==> src/cffc_consts.vh <==
// Constants for the cache fill and flush control block
`ifndef CFFC_CONSTS_VH
`define CFFC_CONSTS_VH

// Register offsets (word index on the plain register port)
`define CFFC_ADDR_W         4
`define CFFC_REG_CTRL       4'h0
`define CFFC_REG_EXTENDED_FEATURE_ENABLE_REG       4'h1
`define CFFC_REG_PAGE_FLUSH_INVALIDATE_REG       4'h2
`define CFFC_REG_CMD        4'h3
`define CFFC_REG_STATUS     4'h4
`define CFFC_REG_RANGE_LO   4'h5
`define CFFC_REG_RANGE_HI   4'h6
`define CFFC_REG_RANGE_TYPE 4'h7

// Control register fields
`define CFFC_CTRL_CD        0
`define CFFC_CTRL_PG        1
`define CFFC_CTRL_CI        2
// Second-level disable position in the feature enable register
`define CFFC_EXTENDED_FEATURE_ENABLE_REG_L2D       4
// Command register fields (write-only pulses)
`define CFFC_CMD_WRITEBACK_INVALIDATE_INSTR     0
`define CFFC_CMD_INVALIDATE_ALL_INSTR       1
// Page flush register fields
`define CFFC_PAGE_FLUSH_INVALIDATE_REG_WB        0
`define CFFC_PAGE_FLUSH_INVALIDATE_REG_PAGE_LSB  12
// Range type encodings
`define CFFC_RT_WB          2'h0
`define CFFC_RT_UC          2'h1
`define CFFC_RT_WC          2'h2

// Reset values
`define CFFC_CTRL_RST       3'h0
`define CFFC_EXTENDED_FEATURE_ENABLE_REG_RST       1'h0

// Burst figures
`define CFFC_LINE_BYTES     32
`define CFFC_BURST_BEATS    3'h4
`define CFFC_SINGLE_BEATS   3'h1
// Cycles for one write-back or invalidate step, whole cache or page, both caches together
`define CFFC_WB_CYCLES      4'h8
`define CFFC_INV_CYCLES     4'h4

`endif

==> src/cffc_top.v <==
// Cacheability decision, read burst sequencing and cache flush control
//
// Local design decisions: the address map and the strobed register port.
`timescale 1ns/1ps
`include "cffc_consts.vh"
// What this block does
// Cacheable output high on inhibit, page disable, range
// Full disable needs disable bit plus flush
// Flush pin: write back, invalidate, acknowledge cycle
// Write-back-invalidate: write back before invalidate
// Plain invalidate skips write-back
// Page register flushes one 4-Kbyte page
// Feature bit 4 disables second level
// Disabled second level never accessed
// First level unaffected by second-level disable
// Second-level disable resets to zero
// No first-off second-on configuration
// Accesses cacheable unless marked otherwise
// Write-combining ranges treated uncacheable
// System logic negates enable at first ready
// Locked and implicit-uncacheable accesses not cached
// Table walks skip first level only
// Reads assert cacheable output when cacheable
// Uncacheable read is single one-ready transfer
// Cacheable read is four-ready 32-byte burst
// Bus line fills also written second level
// Page-disable signal from disable bit, paging
module cffc_top (
    input  wire        i_core_clk,
    input  wire        i_rst_n,
    // Register port
    input  wire [3:0]  i_reg_addr,
    input  wire [31:0] i_reg_wdata,
    input  wire        i_reg_wr,
    input  wire        i_reg_rd,
    output reg  [31:0] o_reg_rdata,
    // Read request from the core
    input  wire        i_rd_req,
    input  wire [31:0] i_rd_addr,
    input  wire        i_rd_locked,
    input  wire        i_rd_table_walk,
    input  wire        i_page_cd,
    // System bus pins
    input  wire        i_cache_enable_in_n,
    input  wire        i_burst_ready_n,
    input  wire        i_next_address_n,
    input  wire        i_flush_n,
    output reg         o_bus_start,
    output reg         o_cacheable_n,
    output reg         o_page_cache_disable,
    output reg         o_rd_done,
    output reg         o_flush_ack_cycle,
    // Cache array control
    output reg         o_fill_l1,
    output reg         o_fill_l2,
    output reg         o_l1_wb,
    output reg         o_l2_wb,
    output reg         o_l1_inv,
    output reg         o_l2_inv,
    output reg         o_page_op,
    output reg  [19:0] o_page_num,
    output reg         o_l2_enabled,
    output reg         o_busy
);

    localparam [4:0] ST_IDLE  = 5'h01;
    localparam [4:0] ST_READ  = 5'h02;
    localparam [4:0] ST_WB    = 5'h04;
    localparam [4:0] ST_INV   = 5'h08;
    localparam [4:0] ST_ACK   = 5'h10;

    localparam [1:0] SRC_PIN  = 2'h0;
    localparam [1:0] SRC_WBI  = 2'h1;
    localparam [1:0] SRC_INV  = 2'h2;
    localparam [1:0] SRC_PAGE = 2'h3;

    reg        rst_m_q;
    reg        rst_s_q;
    wire       rst_n = rst_s_q;

    always @(posedge i_core_clk or negedge i_rst_n) begin
        if (!i_rst_n) begin
            rst_m_q <= 1'b0;
            rst_s_q <= 1'b0;
        end else begin
            rst_m_q <= 1'b1;
            rst_s_q <= rst_m_q;
        end
    end

    // Three-stage pin synchronisers; a change counts once stages 2 and 3 agree
    reg  [2:0] burst_ready_n_s_q;
    reg  [2:0] ken_s_q;
    reg  [2:0] na_s_q;
    reg  [2:0] fl_s_q;
    reg        burst_ready_n_n_q;
    reg        ken_n_q;
    reg        na_n_q;
    reg        flush_n_q;
    reg        flush_prev_q;
    reg        burst_ready_n_prev_q;

    always @(posedge i_core_clk or negedge rst_n) begin
        if (!rst_n) begin
            burst_ready_n_s_q     <= 3'h7;
            ken_s_q      <= 3'h7;
            na_s_q       <= 3'h7;
            fl_s_q       <= 3'h7;
            burst_ready_n_n_q     <= 1'b1;
            ken_n_q      <= 1'b1;
            na_n_q       <= 1'b1;
            flush_n_q    <= 1'b1;
            flush_prev_q <= 1'b1;
            burst_ready_n_prev_q  <= 1'b1;
        end else begin
            burst_ready_n_s_q     <= {burst_ready_n_s_q[1:0], i_burst_ready_n};
            ken_s_q      <= {ken_s_q[1:0], i_cache_enable_in_n};
            na_s_q       <= {na_s_q[1:0], i_next_address_n};
            fl_s_q       <= {fl_s_q[1:0], i_flush_n};
            if (burst_ready_n_s_q[1] == burst_ready_n_s_q[2])
                burst_ready_n_n_q <= burst_ready_n_s_q[2];
            if (ken_s_q[1] == ken_s_q[2])
                ken_n_q <= ken_s_q[2];
            if (na_s_q[1] == na_s_q[2])
                na_n_q <= na_s_q[2];
            if (fl_s_q[1] == fl_s_q[2])
                flush_n_q <= fl_s_q[2];
            flush_prev_q <= flush_n_q;
            burst_ready_n_prev_q  <= burst_ready_n_n_q;
        end
    end

    // Software state
    reg  [2:0]  ctrl_q;
    reg         l2d_q;
    reg  [31:0] range_lo_q;
    reg  [31:0] range_hi_q;
    reg  [1:0]  range_type_q;
    reg         flushed_q;

    wire cd_bit = ctrl_q[`CFFC_CTRL_CD];
    wire pg_bit = ctrl_q[`CFFC_CTRL_PG];
    wire ci_bit = ctrl_q[`CFFC_CTRL_CI];

    function in_unc_range;
        input [31:0] a;
        input [31:0] lo;
        input [31:0] hi;
        input [1:0]  t;
        begin
            // write-combining is uncacheable
            in_unc_range = (a >= lo) && (a <= hi)
                           && ((t == `CFFC_RT_UC) || (t == `CFFC_RT_WC));
        end
    endfunction

    // page disable signal
    wire pcd_sig = cd_bit | (pg_bit & i_page_cd);
    wire unc_rng = in_unc_range(i_rd_addr, range_lo_q, range_hi_q, range_type_q);
    // cacheable output decision
    wire cache_n = ci_bit | pcd_sig | unc_rng;
    // cacheable unless marked
    wire rd_cacheable = !cache_n && !i_rd_locked;

    reg  [4:0]  state_q;
    reg  [1:0]  src_q;
    reg  [3:0]  cnt_q;
    reg  [2:0]  beats_q;
    reg         burst_q;
    reg         ken_seen_q;
    reg         walk_q;
    reg         wb_req_q;
    reg         inv_req_q;
    reg         page_req_q;
    reg         page_wb_q;
    reg         pin_req_q;

    wire wr_cmd   = i_reg_wr && (i_reg_addr == `CFFC_REG_CMD);
    wire wr_page_flush_invalidate_reg  = i_reg_wr && (i_reg_addr == `CFFC_REG_PAGE_FLUSH_INVALIDATE_REG);
    wire pin_edge = flush_prev_q && !flush_n_q;
    wire l2_on    = !l2d_q;
    // A ready counts once per falling edge: each filtered strobe stays low for two cycles
    wire burst_ready_n_fall = burst_ready_n_prev_q && !burst_ready_n_n_q;

    always @(posedge i_core_clk or negedge rst_n) begin
        if (!rst_n) begin
            ctrl_q       <= `CFFC_CTRL_RST;
            // enabled after reset
            l2d_q        <= `CFFC_EXTENDED_FEATURE_ENABLE_REG_RST;
            range_lo_q   <= 32'h0;
            range_hi_q   <= 32'h0;
            range_type_q <= `CFFC_RT_WB;
            o_reg_rdata  <= 32'h0;
        end else begin
            o_reg_rdata <= 32'h0;
            if (i_reg_wr) begin
                case (i_reg_addr)
                    `CFFC_REG_CTRL:       ctrl_q <= i_reg_wdata[2:0];
                    // second level disable bit
                    `CFFC_REG_EXTENDED_FEATURE_ENABLE_REG:       l2d_q <= i_reg_wdata[`CFFC_EXTENDED_FEATURE_ENABLE_REG_L2D];
                    `CFFC_REG_RANGE_LO:   range_lo_q <= i_reg_wdata;
                    `CFFC_REG_RANGE_HI:   range_hi_q <= i_reg_wdata;
                    `CFFC_REG_RANGE_TYPE: range_type_q <= i_reg_wdata[1:0];
                    default: ;
                endcase
            end
            if (i_reg_rd) begin
                case (i_reg_addr)
                    `CFFC_REG_CTRL:       o_reg_rdata <= {29'h0, ctrl_q};
                    `CFFC_REG_EXTENDED_FEATURE_ENABLE_REG:       o_reg_rdata <= {27'h0, l2d_q, 4'h0};
                    `CFFC_REG_STATUS:     o_reg_rdata <= {26'h0, flushed_q,
                                                          cd_bit & flushed_q, state_q[3:0]};
                    `CFFC_REG_RANGE_LO:   o_reg_rdata <= range_lo_q;
                    `CFFC_REG_RANGE_HI:   o_reg_rdata <= range_hi_q;
                    `CFFC_REG_RANGE_TYPE: o_reg_rdata <= {30'h0, range_type_q};
                    default:              o_reg_rdata <= 32'h0;
                endcase
            end
        end
    end

    // Main sequencer; requests held pending until idle, a later page write replacing a pending page request
    always @(posedge i_core_clk or negedge rst_n) begin
        if (!rst_n) begin
            state_q <= ST_IDLE;
            src_q <= SRC_PIN;
            cnt_q <= 4'h0;
            beats_q <= 3'h0;
            burst_q <= 1'b0;
            ken_seen_q <= 1'b0;
            walk_q <= 1'b0;
            wb_req_q <= 1'b0;
            inv_req_q <= 1'b0;
            page_req_q <= 1'b0;
            page_wb_q <= 1'b0;
            pin_req_q <= 1'b0;
            flushed_q <= 1'b0;
            o_bus_start <= 1'b0;
            o_cacheable_n <= 1'b1;
            o_page_cache_disable <= 1'b0;
            o_rd_done <= 1'b0;
            o_flush_ack_cycle <= 1'b0;
            o_fill_l1 <= 1'b0;
            o_fill_l2 <= 1'b0;
            o_l1_wb <= 1'b0;
            o_l2_wb <= 1'b0;
            o_l1_inv <= 1'b0;
            o_l2_inv <= 1'b0;
            o_page_op <= 1'b0;
            o_page_num <= 20'h0;
            o_l2_enabled <= 1'b1;
            o_busy <= 1'b0;
        end else begin
            o_bus_start <= 1'b0;
            o_rd_done <= 1'b0;
            o_flush_ack_cycle <= 1'b0;
            o_fill_l1 <= 1'b0;
            o_fill_l2 <= 1'b0;
            o_l1_wb <= 1'b0;
            o_l2_wb <= 1'b0;
            o_l1_inv <= 1'b0;
            o_l2_inv <= 1'b0;
            o_page_op <= 1'b0;
            o_l2_enabled <= l2_on;
            o_page_cache_disable <= pcd_sig;
            // Set wins over clear for pending requests
            if (pin_edge)
                pin_req_q <= 1'b1;
            if (wr_cmd && i_reg_wdata[`CFFC_CMD_WRITEBACK_INVALIDATE_INSTR])
                wb_req_q <= 1'b1;
            if (wr_cmd && i_reg_wdata[`CFFC_CMD_INVALIDATE_ALL_INSTR])
                inv_req_q <= 1'b1;
            // one 4-Kbyte page
            if (wr_page_flush_invalidate_reg) begin
                page_req_q <= 1'b1;
                page_wb_q <= i_reg_wdata[`CFFC_PAGE_FLUSH_INVALIDATE_REG_WB];
                o_page_num <= i_reg_wdata[31:`CFFC_PAGE_FLUSH_INVALIDATE_REG_PAGE_LSB];
            end
            // A new first-level fill after a flush means the caches are no longer empty
            if (o_fill_l1)
                flushed_q <= 1'b0;
            case (state_q)
                ST_IDLE: begin
                    o_busy <= 1'b0;
                    if (pin_req_q || wb_req_q || inv_req_q || page_req_q) begin
                        o_busy <= 1'b1;
                        cnt_q <= 4'h0;
                        if (pin_req_q) begin
                            pin_req_q <= pin_edge;
                            src_q <= SRC_PIN;
                            state_q <= ST_WB;
                        end else if (wb_req_q) begin
                            wb_req_q <= wr_cmd && i_reg_wdata[`CFFC_CMD_WRITEBACK_INVALIDATE_INSTR];
                            src_q <= SRC_WBI;
                            state_q <= ST_WB;
                        end else if (inv_req_q) begin
                            inv_req_q <= wr_cmd && i_reg_wdata[`CFFC_CMD_INVALIDATE_ALL_INSTR];
                            src_q <= SRC_INV;
                            // skip write-back
                            state_q <= ST_INV;
                        end else begin
                            page_req_q <= wr_page_flush_invalidate_reg;
                            src_q <= SRC_PAGE;
                            state_q <= page_wb_q ? ST_WB : ST_INV;
                        end
                    end else if (i_rd_req) begin
                        // cacheable output on read
                        o_cacheable_n <= !rd_cacheable;
                        // disable bit stops new fills
                        // locked not cached
                        burst_q <= rd_cacheable;
                        walk_q <= i_rd_table_walk;
                        ken_seen_q <= 1'b0;
                        beats_q <= 3'h0;
                        o_bus_start <= 1'b1;
                        o_busy <= 1'b1;
                        state_q <= ST_READ;
                    end
                end
                ST_READ: begin
                    // enable sampled at first ready or next-address
                    if (!ken_seen_q && (burst_ready_n_fall || !na_n_q)) begin
                        ken_seen_q <= 1'b1;
                        if (ken_n_q)
                            burst_q <= 1'b0;
                    end
                    if (burst_ready_n_fall) begin
                        beats_q <= beats_q + 3'h1;
                        // single ready ends uncacheable read
                        // four readies end burst
                        if ((beats_q + 3'h1) == ((burst_q && (ken_seen_q || !ken_n_q))
                                ? `CFFC_BURST_BEATS : `CFFC_SINGLE_BEATS)) begin
                            o_rd_done <= 1'b1;
                            o_cacheable_n <= 1'b1;
                            o_busy <= 1'b0;
                            state_q <= ST_IDLE;
                            if (burst_q && (ken_seen_q || !ken_n_q)) begin
                                // walks skip first level
                                o_fill_l1 <= !walk_q;
                                // fills also to second level
                                // none while disabled
                                o_fill_l2 <= l2_on;
                            end
                        end
                    end
                end
                ST_WB: begin
                    o_page_op <= src_q == SRC_PAGE;
                    // write back modified lines first
                    o_l1_wb <= 1'b1;
                    // first level regardless of second
                    o_l2_wb <= l2_on;
                    cnt_q <= cnt_q + 4'h1;
                    if (cnt_q == `CFFC_WB_CYCLES - 4'h1) begin
                        cnt_q <= 4'h0;
                        state_q <= ST_INV;
                    end
                end
                ST_INV: begin
                    o_page_op <= src_q == SRC_PAGE;
                    o_l1_inv <= 1'b1;
                    // no flush of disabled second level
                    o_l2_inv <= l2_on;
                    cnt_q <= cnt_q + 4'h1;
                    if (cnt_q == `CFFC_INV_CYCLES - 4'h1) begin
                        cnt_q <= 4'h0;
                        // whole-cache flush completes disable
                        if (src_q != SRC_PAGE)
                            flushed_q <= 1'b1;
                        // acknowledge after pin flush
                        state_q <= (src_q == SRC_PIN) ? ST_ACK : ST_IDLE;
                        if (src_q != SRC_PIN)
                            o_busy <= 1'b0;
                    end
                end
                ST_ACK: begin
                    o_flush_ack_cycle <= 1'b1;
                    o_busy <= 1'b0;
                    state_q <= ST_IDLE;
                end
                default: state_q <= ST_IDLE;
            endcase
        end
    end
    // second-level disable only; no first-level-only disable exists

endmodule // cffc_top

==> config.mk <==
export PLATFORM = sky130hd
export DESIGN_NAME = cffc_top
export DESIGN_NICKNAME = d
export VERILOG_FILES = /design/src/cffc_top.v
export VERILOG_INCLUDE_DIRS = /design/src
export SDC_FILE = /design/constraint.sdc
export NUM_CORES = 1
export LEC_CHECK = 0
export BUFFER_PORTS_ARGS = -buffer_cell sky130_fd_sc_hd__buf_2
export CAP_MARGIN = 20
export CORE_MARGIN = 2
export CORE_UTILIZATION = 51
export DETAILED_ROUTE_END_ITERATION = 12
export PLACE_DENSITY = 0.76
export SETUP_SLACK_MARGIN = 0.2
export SKIP_LAST_GASP = 1
export SLEW_MARGIN = 10
export SYNTH_ARGS = -nofsm -noshare
export SYNTH_HDL_FRONTEND = slang
export SYNTH_SLANG_ARGS = --single-unit
==> constraint.sdc <==
create_clock -name i_core_clk -period 4.95 [get_ports i_core_clk]
set_clock_uncertainty 0.05 [all_clocks]
set_input_delay 0.495 -clock i_core_clk [delete_from_list [all_inputs] [get_ports i_core_clk]]
set_output_delay 0.495 -clock i_core_clk [all_outputs]
set_load 0.05 [all_outputs]
==> results of run 1 <==
metrics by stage:
step / instances / worst slack (ns) / power [uW] / area [um^2]
after global placement: 1097 / 2.08 / 3240 / 9580
after global routing: 1131 / 2.16 / 4990 / 10300
after CTS: 1130 / 2.36 / 4740 / 10200
after detailed placement: 1097 / 2.02 / 3280 / 9580
final: 1131 / 2.35 / 4710 / 10300
after floorplan: 749 / 1.96 / 2920 / 8630
power by group:
part,total [uW],switching [uW],internal [uW]
combinational,1290,790,497
clock,1440,577,866
sequential,1980,229,1750
total,4710,1600,3110
metal layers:
metal / vias to the layer above / global-route usage / part of all wire
met5: - / 0 / 0
met4: 0 / 0.0702 / 0.016
met3: 23 / 0.0465 / 0.049
met2: 169 / 0.353 / 0.48
met1: 2992 / 0.306 / 0.45
li1: 2963 / - / -
layout make-up:
type | instances | area [um^2]
Inverter | 75 | 282
Timing Repair Buffer | 153 | 821
Clock buffer | 18 | 439
Multi-Input combinational cell | 472 | 3730
Clock inverter | 14 | 196
Fill cell | 1346 | 6330
Sequential cell | 179 | 4510
Tap cell | 220 | 275
logic make-up after synthesis:
group | count (synthesis) | synth area share
flops | 179 | 0.522
simple gates | 175 | 0.105
compound gates | 125 | 0.0960
mux | 98 | 0.127
buf+inv | 98 | 0.0457
fa+ha+maj | 70 | 0.100
xor+xnor | 3 | 0.00305
other cells | 1 | 0.000435
state kept, by name (all words and copies together), names as in the netlist, 2 cells and up:
signal,count
state_q,5
beats_q,3
o_page_num,20
ken_s_q,3
range_lo_q,32
cnt_q,4
fl_s_q,3
burst_ready_n_s_q,3
na_s_q,3
src_q,2
range_type_q,2
range_hi_q,32
ctrl_q,3
o_reg_rdata,32
placed cells by master (no fill, tap or decap), types with 15 or more instances in the layout:
master and instances:
a21oi_1 35, a22oi_1 30, buf_2 145, clkbuf_16 17, dfrtp_1 157, dfstp_2 21, ha_1 66, inv_1 75
mux2_1 52, mux2_2 39, nand2_1 36, nor2_1 55, o21ai_0 15
worst paths after layout:
check | from | to | slack [ns]
min in group asynchronous | rst_n | range_lo_q[22] | 0.14
min | i_next_address_n | na_s_q[0] | 0.12
max | range_lo_q[15] | burst_q | 2.35
max reg2reg | range_lo_q[15] | burst_q | 2.35
max in group asynchronous | rst_n | flush_n_q | 3.86
min reg2reg | rst_n | range_lo_q[22] | 0.14
timing repair:
item	4_1_cts	5_1_grt
gates resized for setup	0	0
hold buffers	1	0
setup endpoints to repair	0	0
endpoints found under the hold margin	2	0
==> results_dict.tcl, run 1 <==
set metrics [dict create \
    ys_warn_count 0 \
    wire_per_inst_um 16.8 \
    drt-initial-drc-count 428 \
    peakVddDrop_v 0.000263 \
    ctsRootBufferMaster "clkbuf_16" \
    ys_ff_latch 179 \
    synthArstFlopShare 1.00 \
    crit_buf_inv 1 \
    grt_pass1_vias 6070 \
    finalHoldViolCount 0 \
    vias_per_cell 5.44 \
    clockBufferDepth 2 \
    fp.dieW_um 134 \
    grt_max_degree 103 \
    seq_area_frac_synth 0.522 \
    status "complete, no violations" \
    dp_hpwl_mm 13.6 \
    die_h_um 134 \
    drtAntennaViolNets 0 \
    hp-class "in2reg" \
    fin_crit_sh 0.524 \
    antenna_found_initial 0 \
    cts_post_setup_buffers_inserted 0 \
    grt_pass1_wl_mm 30.9 \
    path_depth 8 \
    clk_latency_ns 0.43 \
    cts_tree "built" \
    netlist_top_cells_count "158 x dfrtp_1, 75 x inv_1, 66 x ha_1" \
    path_max_fanout 3 \
    critPathMaxStageDelay_ns 0.51 \
    holdWs_ns 0.119 \
    drc 0 \
    drt-total-wl_mm 19.0 \
    cts-htree-levels 4 \
    ff2ff_path_depth 8 \
    worst_pin_slew_ns 0.914 \
    syn_to_final_growth_pct 18.8 \
    initial_core_util 0.520 \
    netlist_area_mm2 0.00863 \
    port_buffers 145 \
    fin_nets 1044 \
    postSynthNetCount 895 \
    synth.top_cells.by_area "dfrtp_1 46%, ha_1 9.6%, mux2_1 6.8%" \
    cts_sinks 179 \
    core-area_mm2 0.0166 \
    grt_overflow_total 0 \
    die_area_mm2 0.0180 \
    utilization 0.618 \
    synth_most_common_cell "dfrtp_1" \
    rsz0062_at_grt "false" \
    maxCapViolations 0 \
    setup_violations 0 \
    grt.total_usage 0.221 \
    fmax_mhz 385 \
    crit_path_start_kind "flop" \
    dr.pass1.iters 5 \
    endpoint_kind "flop" \
    crit_required_ns 5.21 \
    slowest_stage "or4b_1" \
    yosys.area.top_type_share 0.458 \
    numCtsBuffers 17 \
    drive_gt1_frac 0.282 \
    worstPathCellList "inv_1 > ha_1 > nand4_1 > nor3_1 > or4b_1 > a31oi_1 > o221ai_1 > a22o_1" \
    synth_cell_types 63 \
    antenna-diode-count 0 \
    clk_transition_reported_paths_ns 0.07 \
    power.leakage_uw 0.00505 \
    postSynthCellCount 749 \
    power.density_mw_per_mm2 459 \
    tns_ns 0 \
    synth-main-ff-cell "dfrtp_1" \
    syn_area_per_cell_um2 11.5 \
    hold-path-cell-count 1 \
    cp_top_family "simple AND/OR/NAND/NOR gates" \
    slew_violations 0 \
    vias 6147 \
    period_needed_ns 2.60 \
    synth-edff-count 0 \
    place_congestion 0.898 \
    slew_headroom 0.389 \
    row_count 47 \
    ios 146 \
    cp.arrival_ns 2.86 \
    crit_type "reg2reg" \
    synth_top_cell_by_area "dfrtp_1" \
]
Note: power is estimated with default switching activity, not from simulation.
==> run 2, diff against run 1 <==
==> constraint.sdc (replaced) <==
create_clock -name i_core_clk -period 2.29 [get_ports i_core_clk]
set_clock_uncertainty 0.05 [all_clocks]
set_input_delay 0.229 -clock i_core_clk [delete_from_list [all_inputs] [get_ports i_core_clk]]
set_output_delay 0.229 -clock i_core_clk [all_outputs]
set_load 0.05 [all_outputs]
==> results_dict.tcl, run 2 (synthesis gave the netlist of run 1 again) <==
set metrics [dict create \
    status "finished, violations left" \
    violations "setup timing" \
    grt_pass1_wl_mm 33.9 \
    path_depth 8 \
    clockBufferDepth 2 \
    antenna-diode-count 0 \
    fin_crit_sh 1.00 \
    drt-total-wl_mm 20.6 \
    setup_violations 1 \
    row_count 47 \
    startpoint "range_lo_q[12]" \
    reg2reg_from "range_lo_q[12]" \
    cp.arrival_ns 2.57 \
    crit_required_ns 2.56 \
    cts-htree-levels 4 \
    peakVddDrop_v 0.000557 \
    busiest_layer "met2" \
    cp-endpoint "burst_q" \
    port_buffers 145 \
    slew_headroom 0.597 \
    cts_tree "built" \
    dp_hpwl_mm 13.8 \
    power_switching_share 0.354 \
    fin_nets 1099 \
    hp-class "in2reg" \
    critPathMaxStageDelay_ns 0.51 \
    internal_power_uw 6600 \
    endpoint_kind "flop" \
    dr.pass1.iters 5 \
    drc 0 \
    syn_to_final_growth_pct 25.7 \
    crit_type "reg2reg" \
    slew_violations 0 \
    maxCapViolations 0 \
    core-area_mm2 0.0166 \
    final_cell_mix "157 x dfrtp_1, 145 x buf_2, 71 x inv_1" \
    worst_pin_slew_ns 0.599 \
    slowest_stage "or4b_4" \
    cts_sinks 179 \
    place_congestion 0.870 \
    met3_usage 0.0514 \
    reg_top3 "o_reg_rdata x32, range_hi_q x32, range_lo_q x32" \
    clk_latency_ns 0.43 \
    met1_usage 0.314 \
    final_area_mm2 0.0108 \
    use_met2 0.407 \
    rr_endpoint "burst_q" \
    power.switching_uw 3610 \
    fmax_mhz 435 \
    fp.dieW_um 134 \
    holdWs_ns 0.0108 \
    vias_per_cell 5.41 \
    period_needed_ns 2.30 \
    wire_per_inst_um 17.4 \
    pwr-share-clk 0.275 \
    cp_top_family "simple AND/OR/NAND/NOR gates" \
    initial_core_util 0.520 \
    finalHoldViolCount 0 \
    grt_overflow_total 0 \
    numCtsBuffers 17 \
    seq_power_share 0.417 \
    die_area_mm2 0.0180 \
    crit_buf_inv 1 \
    grt.total_usage 0.242 \
    postPlaceCellArea_mm2 0.00971 \
    ios 146 \
    crit_path_start_kind "flop" \
    worstPathCellList "inv_2 > ha_4 > nand4_1 > nor3_2 > or4b_4 > a31oi_4 > o221ai_4 > a22o_1" \
    drtAntennaViolNets 0 \
    power.density_mw_per_mm2 941 \
    antenna_found_initial 1 \
    rsz0062_at_grt "true" \
    die_h_um 134 \
    power.leakage_uw 0.00528 \
    p_comb_frac 0.307 \
    worst_slack_ns -0.00792 \
    timing.reg2reg.setup_slack_ns -0.008 \
    ctsRootBufferMaster "clkbuf_16" \
    ff2ff_path_depth 8 \
    grt_pass1_vias 6663 \
    clk_transition_reported_paths_ns 0.07 \
    drt-initial-drc-count 360 \
    vias 6415 \
    utilization 0.654 \
    drive_gt1_frac 0.318 \
    final_common_cell "dfrtp_1" \
    grt_max_degree 100 \
    path_max_fanout 2 \
]
[run 2: changes by cell type in the layout (fill, tap and decap cells not counted), sizes merged]
cell / before / now
buf: 152 / 179
bufinv: 4 / 0
dlygate4sd3: 1 / 29
clkbuf: 18 / 22
[run 2: how the worst min path moves through the flow]
stage,start,end,slack (ns),cells past startpoint
4_1_cts,i_reg_wdata[27],o_page_num[15],0.001,2
2_1_floorplan,i_rst_n,rst_m_q,-0.12,0
6_report,i_reg_wdata[12],range_hi_q[12],0.01,2
3_3_place_gp,i_rst_n,rst_m_q,-0.03,1
3_5_place_dp,i_rst_n,rst_n,-0.03,1
5_1_grt,i_reg_wdata[27],range_hi_q[27],0.001,2
[run 2: layout make-up]
class | instances | area, um^2
fill | 1315 | 5740
tap | 220 | 275
clock buffer | 22 | 497
sequential | 179 | 4510
timing repair buffer | 208 | 1300
inverter | 75 | 282
multi-input combinational | 472 | 3920
clock inverter | 10 | 70.1
[run 2: layer usage]
metal | vias up | share of wire
li1 | 3066 | -
met1 | 3138 | 0.45
met5 | - | 0.00053
met2 | 178 | 0.49
met4 | 2 | 0.019
met3 | 31 | 0.046
[run 2: through the flow]
stage | power (uW) | setup TNS, ns | cells | setup slack (ns)
3_3_place_gp | 7060 | -0.00325 | 1113 | -0.00325
3_5_place_dp | 7150 | -0.259 | 1113 | -0.184
4_1_cts | 10100 | 0 | 1182 | 0.0822
5_1_grt | 10800 | -0.0740 | 1186 | -0.0712
6_report | 10200 | -0.00792 | 1186 | -0.00792
2_1_floorplan | 6310 | 0 | 749 | 0.235
[run 2: timing repair]
action                                  4_1_cts  5_1_grt
hold buffers                                 29        0
resized for setup                            25        7
cloned                                        0        0
endpoints found under the hold margin        50        0
setup buffers                                 8        4
endpoints found under the setup margin        3        9
pin swaps                                    14        6
[run 2: power by group through the flow]
stage	sequential [uW]	combinational, uW	clock (uW)
after detailed placement	4300	2850	0
after floorplan	4710	1600	0
final	4260	3140	2810
after CTS	4250	3040	2860
after global routing	4340	3470	3010
after global placement	4280	2780	0
==> run 3, diff against run 2 <==
==> constraint.sdc (replaced) <==
create_clock -name i_core_clk -period 2.29 [get_ports i_core_clk]
set_clock_uncertainty 0.05 [all_clocks]
set_input_delay 0.458 -clock i_core_clk [delete_from_list [all_inputs] [get_ports i_core_clk]]
set_output_delay 0.458 -clock i_core_clk [all_outputs]
set_load 0.05 [all_outputs]
==> results_dict.tcl, run 3 (synthesis gave the netlist of run 1 again) <==
set metrics [dict create \
    status "complete, no violations" \
    die_area_mm2 0.0180 \
    clk_transition_reported_paths_ns 0.07 \
    power.density_mw_per_mm2 946 \
    vias 6405 \
    clk_latency_ns 0.43 \
    slew_headroom 0.610 \
    cp_top_family "simple AND/OR/NAND/NOR gates" \
    crit_required_ns 2.55 \
    power_uw 10200 \
    numCtsBuffers 17 \
    ios 146 \
    path_depth 8 \
    grt_pass1_wl_mm 33.8 \
    peakVddDrop_v 0.000510 \
    grt_pass1_vias 6640 \
    period_needed_ns 2.25 \
    utilization 0.650 \
    core-area_mm2 0.0166 \
    cp.arrival_ns 2.51 \
    slew_violations 0 \
    fin_crit_sh 0.984 \
    hp-class "in2reg" \
    crit_path_start_kind "flop" \
    port_buffers 145 \
    clockBufferDepth 2 \
    wire_per_inst_um 17.4 \
    grt_overflow_total 0 \
    drc 0 \
    fin_nets 1091 \
    syn_to_final_growth_pct 24.8 \
    drt-total-wl_mm 20.5 \
    ff2ff_path_depth 8 \
    final_area_mm2 0.0108 \
    endpoint_kind "flop" \
    drt-initial-drc-count 332 \
    grt.total_usage 0.241 \
    fmax_mhz 444 \
    power.leakage_uw 0.00531 \
    hold-path-cell-count 1 \
    vias_per_cell 5.44 \
    timing.reg2reg.setup_slack_ns 0.04 \
    crit_buf_inv 1 \
    hp-start "i_cache_enable_in_n" \
    fillCellCount 1300 \
    rsz0062_at_grt "true" \
    place_congestion 0.899 \
    slowest_stage "or4b_4" \
    antenna_found_initial 0 \
    crit_type "reg2reg" \
    antenna-diode-count 0 \
    setup_violations 0 \
    tns_ns 0 \
    cts_tree "built" \
    cts-htree-levels 4 \
    fp.dieW_um 134 \
    worst_pin_slew_ns 0.579 \
    postPlaceCellArea_mm2 0.0100 \
    reg2reg_from "range_lo_q[11]" \
    initial_core_util 0.520 \
    final_cell_mix "157 x dfrtp_1, 145 x buf_2, 72 x inv_1" \
    grt_max_degree 38 \
    finalHoldViolCount 0 \
    reg_top3 "o_reg_rdata x32, range_hi_q x32, range_lo_q x32" \
    drive_gt1_frac 0.343 \
    dp_hpwl_mm 14.6 \
    final_common_cell "dfrtp_1" \
    cts_sinks 179 \
    die_h_um 134 \
    critPathMaxStageDelay_ns 0.52 \
    path_max_fanout 3 \
    maxCapViolations 0 \
    ctsRootBufferMaster "clkbuf_16" \
    startpoint "range_lo_q[11]" \
    worstPathCellList "inv_1 > ha_4 > nand2_1 > nor3_2 > or4b_4 > a31oi_4 > o221ai_2 > a22o_1" \
    dr.pass1.iters 6 \
    drtAntennaViolNets 0 \
    row_count 47 \
]
==> run 3: final timing paths <==
check                                       endpoint
worst max-delay path                         burst_q
worst min-delay path                      ken_s_q[0]
worst max register to register               burst_q
worst min register to register        range_lo_q[28]
max in group asynchronous       burst_ready_n_s_q[2]
min in group asynchronous             range_lo_q[28]
==> run 3: power by group <==
| group | internal [uW] | switching, uW | leakage, uW |
|---|---|---|---|
| registers | 3780 | 502 | 0.00224 |
| clock network | 1540 | 1260 | 0.000277 |
| logic | 1270 | 1840 | 0.00279 |
==> run 3: through the flow <==
stage	cells	setup slack (ns)	hold slack, ns
finish	1178	0.0376	0.0737
global route	1178	-0.0600	0.0569
CTS	1176	-0.0126	0.0532
detailed placement	1142	-0.293	0.195
global placement	1142	-0.277	0.194
floorplan	749	0.227	0.112
==> run 3: layout make-up <==
type	count	area [um^2]	share of cell area
Inverter	75	282	0.0261
Tap cell	220	275	0.0256
Sequential cell	179	4510	0.419
Multi-Input combinational cell	472	3900	0.362
Timing Repair Buffer	200	1240	0.115
Clock inverter	14	126	0.0117
Clock buffer	18	439	0.0408
==> run 3: per-layer routing <==
layer / wire length (um) / global-route usage / vias to the layer above
li1: - / - / 3058
met3: 888 / 0.0454 / 27
met5: 0 / 0 / -
met1: 9120 / 0.319 / 3158
met2: 10200 / 0.406 / 162
met4: 327 / 0.0737 / 0
==> run 3: repair_timing <==
action	CTS	global route
endpoints found under the setup margin	4	9
hold buffers	1	0
hold endpoints to repair	2	0
resized for setup	13	14
pin swaps	8	7
setup buffers	1	2
